File: config.mk
export PLATFORM = sky130hd
export DESIGN_NAME = rphp_hotplug
export DESIGN_NICKNAME = d
export VERILOG_FILES = /design/src/rtl/rphp_pkg.sv /design/src/rtl/rphp_hotplug.sv
export SDC_FILE = /design/constraint.sdc
export NUM_CORES = 1
export LEC_CHECK = 0
export ABC_AREA = 1
export BUFFER_PORTS_ARGS = -buffer_cell sky130_fd_sc_hd__buf_2
export CORE_ASPECT_RATIO = 1.5
export CORE_UTILIZATION = 40
export CTS_CLUSTER_DIAMETER = 40
export DETAILED_ROUTE_END_ITERATION = 16
export PLACE_DENSITY_LB_ADDON = 0.05
export SYNTH_ARGS = -nofsm -noshare
export SYNTH_HDL_FRONTEND = slang
export SYNTH_SLANG_ARGS = --single-unit
File: constraint.sdc
create_clock -name sys_clk -period 3.1 [get_ports sys_clk]
set_clock_uncertainty 0.2 [all_clocks]
set_input_delay 0.155 -clock sys_clk [delete_from_list [all_inputs] [get_ports sys_clk]]
set_output_delay 0.155 -clock sys_clk [all_outputs]
set_load 0.03 [all_outputs]
File: src/rtl/rphp_pkg.sv
// Package for the root port hot-plug event block.
// Holds APB register offsets, field positions, reset values and carrier types.
package rphp_pkg;

  // Register byte offsets
  localparam logic [7:0] RPHP_CTRL_OFS   = 8'h00;  // Enables
  localparam logic [7:0] RPHP_STATUS_OFS = 8'h04;  // Sticky event bits, write one clears
  localparam logic [7:0] RPHP_INTSTS_OFS = 8'h08;  // Interrupt status, read clears
  localparam logic [7:0] RPHP_INTMSK_OFS = 8'h0C;  // Interrupt mask

  // Control field positions
  localparam int CTRL_PRES_IRQ_EN_BIT = 0;
  localparam int CTRL_HP_IRQ_EN_BIT   = 1;
  localparam int CTRL_SCI_EN_BIT      = 2;
  localparam int CTRL_SMI_EN_BIT      = 3;

  // Status field positions
  localparam int STS_PRES_STATE_BIT   = 0;
  localparam int STS_PRES_CHANGED_BIT = 1;
  localparam int STS_SCI_BIT          = 2;
  localparam int STS_SMI_PRES_BIT     = 3;
  localparam int STS_SMI_LINK_BIT     = 4;
  localparam int STS_LINK_ACTIVE_BIT  = 5;

  // Interrupt status field positions
  localparam int INT_PRES_BIT         = 0;
  localparam int INT_LINK_BIT         = 1;
  localparam int INT_WIDTH            = 2;

  // Reset values
  localparam logic [3:0]  CTRL_RESET   = 4'h0;
  localparam logic [INT_WIDTH-1:0] MASK_RESET = 2'h0;
  localparam logic [31:0] UNMAPPED_RD  = 32'h0000_0000;

  // APB request carrier
  typedef struct packed {
    logic        psel;
    logic        penable;
    logic        pwrite;
    logic [7:0]  paddr;
    logic [31:0] pwdata;
  } rphp_apb_req_t;

  // APB answer carrier
  typedef struct packed {
    logic        pready;
    logic        pslverr;
    logic [31:0] prdata;
  } rphp_apb_rsp_t;

  // Physical and link layer indications
  typedef struct packed {
    logic module_present;
    logic link_active;
  } rphp_phy_t;

endpackage : rphp_pkg

File: src/rtl/rphp_hotplug.sv
// Hot-plug event logic of a root port: presence tracking, change flags,
// native interrupt, SYSTEM_CONTROL_IRQ status and SMI status with the SMI output.
// Assumes presence and link-active indications are synchronous to sys_clk.
// The clock enable gates every register, bus completion included.
//
// Behaviour
// - Presence changes and link-active changes are the hot-plug event sources.
// - A detected insertion sets presence_detect_state and presence_detect_changed.
// - A detected removal clears presence_detect_state and sets presence_detect_changed.
// - A presence event raises the native interrupt only with both irq enables set.
// - Enabled hot-plug events set hotplug_sci_status only while hotplug_sci_en is set.
// - Hot-plug events set SMI status bits only while hotplug_smi_en is set.
// - Under the SMI enable a presence change sets smi_presence_changed.
// - Under the SMI enable a link-active change sets smi_link_active_changed.
// - The SMI output is asserted while either SMI status bit is set.
// - SMI status bits set regardless of native interrupt or SYSTEM_CONTROL_IRQ enables.
// - SMI, SYSTEM_CONTROL_IRQ and the native interrupt may assert in the same cycle.
`timescale 1ns/100ps

module rphp_hotplug
  import rphp_pkg::*;
(
  // Clock, reset, enable
  input  wire logic                    sys_clk,
  input  wire logic                    sys_rst,
  input  wire logic                    clk_en,
  // APB slave
  input  wire rphp_pkg::rphp_apb_req_t apb_req,
  output      rphp_pkg::rphp_apb_rsp_t apb_rsp,
  // Physical and data link layer indications
  input  wire rphp_pkg::rphp_phy_t     phy_in,
  // Interrupt outputs
  output      logic                    hotplug_irq,
  output      logic                    system_control_irq,
  output      logic                    system_mgmt_irq_n,
  output      logic                    event_irq
);

  ////////////////////////////////////////////////////////////////////////////
  // Declarations

  logic [3:0]           ctrl_q;
  logic                 presence_detect_state_q;
  logic                 presence_detect_changed_q;
  logic                 hotplug_sci_status_q;
  logic                 smi_presence_changed_q;
  logic                 smi_link_active_changed_q;
  logic                 link_active_q;
  logic [INT_WIDTH-1:0] int_sts_q;
  logic [INT_WIDTH-1:0] int_mask_q;
  logic [31:0]          prdata_q;
  logic                 pslverr_q;
  logic                 irq_q;
  logic                 cap_q;

  logic presence_change_irq_en;
  logic hotplug_irq_en;
  logic hotplug_sci_en;
  logic hotplug_smi_en;
  logic pres_evt;
  logic link_evt;
  logic apb_wr;
  logic apb_rd;
  logic [31:0] wdat;
  logic apb_done;
  logic int_rd_done;
  logic [INT_WIDTH-1:0] int_evt;
  logic [INT_WIDTH-1:0] int_clr;

  // Register address match, used by both the write and read paths
  function automatic logic addr_is(input logic [7:0] a, input logic [7:0] ofs);
    addr_is = (a == ofs);
  endfunction : addr_is

  ////////////////////////////////////////////////////////////////////////////
  // Field aliases and events

  assign presence_change_irq_en = ctrl_q[CTRL_PRES_IRQ_EN_BIT];
  assign hotplug_irq_en         = ctrl_q[CTRL_HP_IRQ_EN_BIT];
  assign hotplug_sci_en         = ctrl_q[CTRL_SCI_EN_BIT];
  assign hotplug_smi_en         = ctrl_q[CTRL_SMI_EN_BIT];

  // Any difference between the detected presence and the held state is an
  // insertion or a removal
  assign pres_evt = clk_en && (phy_in.module_present != presence_detect_state_q);
  // Link active compared with last cycle's sample, both directions
  assign link_evt = clk_en && (phy_in.link_active != link_active_q);

  // The access phase completes at the first enabled edge after the read data
  // was captured for this transfer; with the enable high this is zero wait.
  // A transfer whose setup edge fell in a stall waits one enabled edge more,
  // so read data is never stale and a write lands exactly once.
  assign apb_done    = clk_en && apb_req.psel && apb_req.penable && cap_q;
  assign apb_wr      = apb_done && apb_req.pwrite;
  assign apb_rd      = apb_done && !apb_req.pwrite;
  assign wdat        = apb_req.pwdata;
  assign int_rd_done = apb_rd && addr_is(apb_req.paddr, RPHP_INTSTS_OFS);

  ////////////////////////////////////////////////////////////////////////////
  // Control register; bits above the four enables are dropped and read zero

  always_ff @(posedge sys_clk or posedge sys_rst) begin
    if (sys_rst) begin
      ctrl_q <= CTRL_RESET;
    end else if (apb_wr && addr_is(apb_req.paddr, RPHP_CTRL_OFS)) begin
      ctrl_q <= wdat[3:0];
    end
  end

  // Interrupt mask register
  // The mask only gates event_irq; the status bits record events regardless
  always_ff @(posedge sys_clk or posedge sys_rst) begin
    if (sys_rst) begin
      int_mask_q <= MASK_RESET;
    end else if (apb_wr && addr_is(apb_req.paddr, RPHP_INTMSK_OFS)) begin
      int_mask_q <= wdat[INT_WIDTH-1:0];
    end
  end

  ////////////////////////////////////////////////////////////////////////////
  // Presence state follows the physical layer detection
  // A short glitch on presence detect counts as a removal and a reinsertion;
  // debouncing is left to the physical layer

  always_ff @(posedge sys_clk or posedge sys_rst) begin
    if (sys_rst) begin
      presence_detect_state_q <= 1'b0;
    end else if (pres_evt) begin
      presence_detect_state_q <= phy_in.module_present;
    end
  end

  // Link active sample, one clock behind the indication
  // Resets low: a link already up at release is reported as a change
  always_ff @(posedge sys_clk or posedge sys_rst) begin
    if (sys_rst) begin
      link_active_q <= 1'b0;
    end else if (clk_en) begin
      link_active_q <= phy_in.link_active;
    end
  end

  ////////////////////////////////////////////////////////////////////////////
  // Sticky change flags; a set in the clearing cycle wins over the clear
  // Each flag has its own process so clearing one never disturbs another

  always_ff @(posedge sys_clk or posedge sys_rst) begin
    if (sys_rst) begin
      presence_detect_changed_q <= 1'b0;
    end else if (pres_evt) begin
      presence_detect_changed_q <= 1'b1;
    end else if (apb_wr && addr_is(apb_req.paddr, RPHP_STATUS_OFS)
                 && wdat[STS_PRES_CHANGED_BIT]) begin
      presence_detect_changed_q <= 1'b0;
    end
  end

  // SYSTEM_CONTROL_IRQ status: only enabled events, only with the SYSTEM_CONTROL_IRQ enable
  // Link events never reach SYSTEM_CONTROL_IRQ: only presence events have an enable of
  // their own, and SYSTEM_CONTROL_IRQ takes enabled events only
  always_ff @(posedge sys_clk or posedge sys_rst) begin
    if (sys_rst) begin
      hotplug_sci_status_q <= 1'b0;
    end else if (pres_evt && presence_change_irq_en && hotplug_sci_en) begin
      hotplug_sci_status_q <= 1'b1;
    end else if (apb_wr && addr_is(apb_req.paddr, RPHP_STATUS_OFS)
                 && wdat[STS_SCI_BIT]) begin
      hotplug_sci_status_q <= 1'b0;
    end
  end

  // SMI presence flag ignores native and SYSTEM_CONTROL_IRQ enables
  always_ff @(posedge sys_clk or posedge sys_rst) begin
    if (sys_rst) begin
      smi_presence_changed_q <= 1'b0;
    end else if (pres_evt && hotplug_smi_en) begin
      smi_presence_changed_q <= 1'b1;
    end else if (apb_wr && addr_is(apb_req.paddr, RPHP_STATUS_OFS)
                 && wdat[STS_SMI_PRES_BIT]) begin
      smi_presence_changed_q <= 1'b0;
    end
  end

  // SMI link-active flag
  always_ff @(posedge sys_clk or posedge sys_rst) begin
    if (sys_rst) begin
      smi_link_active_changed_q <= 1'b0;
    end else if (link_evt && hotplug_smi_en) begin
      smi_link_active_changed_q <= 1'b1;
    end else if (apb_wr && addr_is(apb_req.paddr, RPHP_STATUS_OFS)
                 && wdat[STS_SMI_LINK_BIT]) begin
      smi_link_active_changed_q <= 1'b0;
    end
  end

  ////////////////////////////////////////////////////////////////////////////
  // Event interrupt status, cleared by a read; a new event beats the read

  // Event vector and clear mask in interrupt status layout
  genvar gi;
  generate
    for (gi = 0; gi < INT_WIDTH; gi++) begin : g_int
      assign int_evt[gi] = (gi == INT_PRES_BIT) ? pres_evt : link_evt;
      // Only a bit that the read returned is cleared; an event that lands
      // between the data capture and the access edge stays pending
      assign int_clr[gi] = int_rd_done && prdata_q[gi];
    end
  endgenerate

  // One process owns the whole vector, so every bit has a single driver
  always_ff @(posedge sys_clk or posedge sys_rst) begin
    if (sys_rst) begin
      int_sts_q <= '0;
    end else if (clk_en) begin
      int_sts_q <= int_evt | (int_sts_q & ~int_clr);
    end
  end

  // Level interrupt, registered
  // Registered so the pin is glitch free; it lags the status by one edge
  always_ff @(posedge sys_clk or posedge sys_rst) begin
    if (sys_rst) begin
      irq_q <= 1'b0;
    end else if (clk_en) begin
      irq_q <= |(int_sts_q & int_mask_q);
    end
  end

  ////////////////////////////////////////////////////////////////////////////
  // Outputs toward the system; the four paths are independent

  // Native interrupt is a level while the change flag stands and both enables are on
  // A level, not a pulse, so enabling after the event still interrupts
  assign hotplug_irq = presence_detect_changed_q && presence_change_irq_en
                       && hotplug_irq_en;
  assign system_control_irq = hotplug_sci_status_q;
  // Active low; drops once both SMI flags are cleared
  assign system_mgmt_irq_n = !(smi_presence_changed_q || smi_link_active_changed_q);
  assign event_irq = irq_q;

  ////////////////////////////////////////////////////////////////////////////
  // Capture marker: set at the first enabled edge of a transfer, cleared
  // when it completes or when the master drops psel
  always_ff @(posedge sys_clk or posedge sys_rst) begin
    if (sys_rst) begin
      cap_q <= 1'b0;
    end else if (apb_done) begin
      cap_q <= 1'b0;
    end else if (clk_en) begin
      cap_q <= apb_req.psel;
    end
  end

  // APB read data, captured once per transfer at its first enabled edge,
  // normally the setup edge. Registering the mux keeps the read path off
  // the bus timing; the cost is that a read shows state one edge old.

  always_ff @(posedge sys_clk or posedge sys_rst) begin
    if (sys_rst) begin
      prdata_q  <= UNMAPPED_RD;
      pslverr_q <= 1'b0;
    end else if (clk_en && apb_req.psel && !cap_q) begin
      prdata_q  <= UNMAPPED_RD;
      pslverr_q <= 1'b0;
      case (apb_req.paddr)
        RPHP_CTRL_OFS: begin
          prdata_q[3:0] <= ctrl_q;
        end
        RPHP_STATUS_OFS: begin
          prdata_q[STS_PRES_STATE_BIT]   <= presence_detect_state_q;
          prdata_q[STS_PRES_CHANGED_BIT] <= presence_detect_changed_q;
          prdata_q[STS_SCI_BIT]          <= hotplug_sci_status_q;
          prdata_q[STS_SMI_PRES_BIT]     <= smi_presence_changed_q;
          prdata_q[STS_SMI_LINK_BIT]     <= smi_link_active_changed_q;
          prdata_q[STS_LINK_ACTIVE_BIT]  <= link_active_q;
        end
        RPHP_INTSTS_OFS: begin
          prdata_q[INT_WIDTH-1:0] <= int_sts_q;
        end
        RPHP_INTMSK_OFS: begin
          prdata_q[INT_WIDTH-1:0] <= int_mask_q;
        end
        default: begin
          pslverr_q <= 1'b1; // Unmapped address
        end
      endcase
    end
  end

  // Ready only in the access phase with data captured; low while stalled
  assign apb_rsp.pready  = apb_done;
  // Error only qualifies the access phase
  assign apb_rsp.pslverr = pslverr_q && apb_req.psel && apb_req.penable;
  assign apb_rsp.prdata  = prdata_q;

endmodule : rphp_hotplug

==> summary.txt <==
STA
  – Period minus WS final: ~1.5 ns
  – Fmax: about 0.65 GHz
  – Slew Limit Headroom: between 40% and 50%
  – Slew @ Worst Pin: around 0.9 ns
  – TNS Setup: 0 ns
  – Setup-failing EPs final: 0
  – Period utilization: about half
  – RSZ-0062 raised after global routing: no
  – Final hold violation count: 0
  – Max-slew violations: 0

Yosys
  – Synth Register Bits: 23
  – Ys Warns: 0
  – Area contributors post-synth: dfrtp_1 (43%), buf_4 (15%), nand2_1 (13%)
  – Yosys top cell area share: 42.6%
  – Register area share after synthesis: 42.6%
  – Cell taking the most area after synthesis: dfrtp_1
  – Distinct cell type count after synthesis: 19
  – Syn avg cell area: 7.51 µm²
  – Synthesized instance count: between 150 and 200
  – Syn Std Cell Area: ~0.0014 mm²

Global routing
  – Met2 Usage GRT: between 30% and 40%
  – Largest net degree at the start of global routing: 24
  – GRT Util Overall: 18.0%
  – Congestion Overflow GR: 0
  – Met1 usage: between 20% and 30%
  – Gr busiest metal: met2
  – Vias in the first global route: 1,165
  – Routing usage on met3: under 10%
  – Global-route wire length before repair: 4.97 mm
  – Initial antenna violation count: 0

Worst hold path
  – Worst Hold Depth: 3
  – Hold Path End: event_irq$_DFFE_PP0P_
  – Worst hold-check path type: in -> reg
  – Hold Crit Start: clk_en

Drt
  – DR vias: approximately 1.2k
  – DR pass1 iterations: 4
  – Wire per inst: 10.8 µm
  – Vias per std cell: approximately 4.6
  – Routed wire length: between 2 and 3 mm
  – Drt initial violations: 44
  – DRC Markers: 0
  – Antenna-violating nets left: 0

Critical path
  – Worst setup SP type: flip-flop
  – FF-to-FF path depth: 5
  – CP Cell Sequence: nand2_1, nor2_2, buf_2
  – Crit-path max FO: 3
  – Slowest library cell on the worst path: dfrtp_1
  – Critical path class: reg -> out
  – R2R Setup Slk: between 1.5 and 2 ns
  – Crit path capture type: primary output
  – CP arrival: 1.18 ns
  – WP data required: between 2 and 3 ns
  – Critical R2R Capture: presence_detect_changed_q$_DFFE_PP0P_
  – Slowest stage delay, CP: 0.42 ns
  – R2R Path Start: cap_q$_DFFE_PP0P_

Die
  – Total die area: approximately 0.0036 mm²
  – DIE HEIGHT: around 73 µm
  – Starting density of the core: between 40% and 50%
  – Num ports: 86
  – Cell Rows: 25
  – Horiz. Die Dim: approximately 49 µm
  – CORE AREA: 0.00319 mm²

Placement
  – Detail Placement HPWL: ~2.1 mm
  – Port bufs: 32
  – RePlAce Congestion: 0.853
  – Dpl cell area: between 0.001 and 0.0015 mm²

CTS
  – Clock Tree Root: clkbuf_8
  – Clk Latency, worst-skew pair: between 0.2 and 0.3 ns
  – CTS clk-pin slew, worst paths: 0.08 ns
  – Htree depth: 1
  – # hold bufs at CTS: 10
  – Post-CTS setup buffer count: 0
  – Clk buf depth: 2
  – Clock buffer count from CTS: 3
  – CTS tree: done
  – Post-CTS sizing: 0
  – Clk sinks: 23

Layout
  – Final instance area: between 0.0015 and 0.002 mm²
  – Most frequent cells in the layout: nand2_1 (48), buf_2 (32), conb_1 (26), dfrtp_1 (23), inv_1 (20)
  – Share of cells above drive strength 1: about 20%
  – Commonest non-fill, non-tap cell in the layout: nand2_1
  – Final Util: about half
  – Layout area overhead: 18.3%
  – Inserted Diodes: 0
  – Final #Nets: around 270

Power and ir drop
  – Worst VDD drop: approximately 0.33 mV
  – PD cells: slightly above 400 mW/mm²
  – P_leak: around 0.00089 µW

Run status
  – Status: finished clean

Job
  – Max_cap viols: 0
worst max-delay path by stage:
stage / startpoint / endpoint / slack [ns] / depth (start not counted)
CTS: cap_q$_DFFE_PP0P_ / apb_rsp[33] / 1.54 / 3
floorplan: cap_q$_DFFE_PP0P_ / presence_detect_changed_q$_DFFE_PP0P_ / 1.83 / 5
detailed placement: apb_req[37] / presence_detect_changed_q$_DFFE_PP0P_ / 1.58 / 7
global placement: apb_req[39] / presence_detect_changed_q$_DFFE_PP0P_ / 1.59 / 7
finish: cap_q$_DFFE_PP0P_ / apb_rsp[33] / 1.56 / 3
global route: phy_in[1] / system_control_irq$_DFFE_PP0P_ / 1.43 / 7
kinds of logic after synthesis:
family                 share of synthesized area (%)
DFF                                             42.6
AOI/OAI and AO/OA                               8.52
and+or+nand+nor                                 27.8
buffers and inverters                           20.8
other                                          0.278
where the power goes:
| group | internal (µW) | switching (µW) |
|---|---|---|
| sequential | 313 | 8.55 |
| clock | 89.7 | 97.7 |
| combinational | 36.2 | 102 |
| total | 439 | 209 |
critical path: cells and delay by family, from the launching register on:
kind / cells / cell delay (ns)
DFF: 1 / 0.42
and+or+nand+nor: 2 / 0.28
buffers and inverters: 1 / 0.22
state kept, by name, summed over array words and instances (netlist names):
name                       count
presence_detect_changed_q      1
event_irq                      1
prdata_q                       6
ctrl_q                         4
link_active_q                  1
smi_presence_changed_q         1
smi_link_active_changed_q      1
presence_detect_state_q        1
pslverr_q                      1
cap_q                          1
int_sts_q                      2
system_control_irq             1
int_mask_q                     2
synthesized netlist by cell type, drive strengths merged:
master	n
a21oi	6
and3	1
buf	27
conb	1
dfrtp	23
inv	21
nand2	51
nand3	11
nand4	1
nor2	18
nor3	3
o21ai	17
metrics by stage:
step	setup WS [ns]	total power, µW	hold slack [ns]	cells
4_1_cts	1.54	654	0.00145	264
5_1_grt	1.43	679	0.0319	264
6_report	1.56	647	0.00673	264
3_3_place_gp	1.59	455	0.182	250
3_5_place_dp	1.58	457	0.195	250
2_1_floorplan	1.83	447	-0.0431	205
cell type report:
class                      count  area, µm²
timing repair buffer          42        260
sequential                    23        576
clock inverter                 1       5.00
tap                           40       50.0
fill                         345       1590
inverter                      21       78.8
multi-input combinational    134        588
clock buffer                   3       41.3
metal layers:
layer / vias up / share of wire (%)
met5: - / 0
met4: 0 / 1.9
met3: 7 / 7.0
met2: 55 / 50
met1: 545 / 41
li1: 598 / -
(Power assumes the default switching activity.)
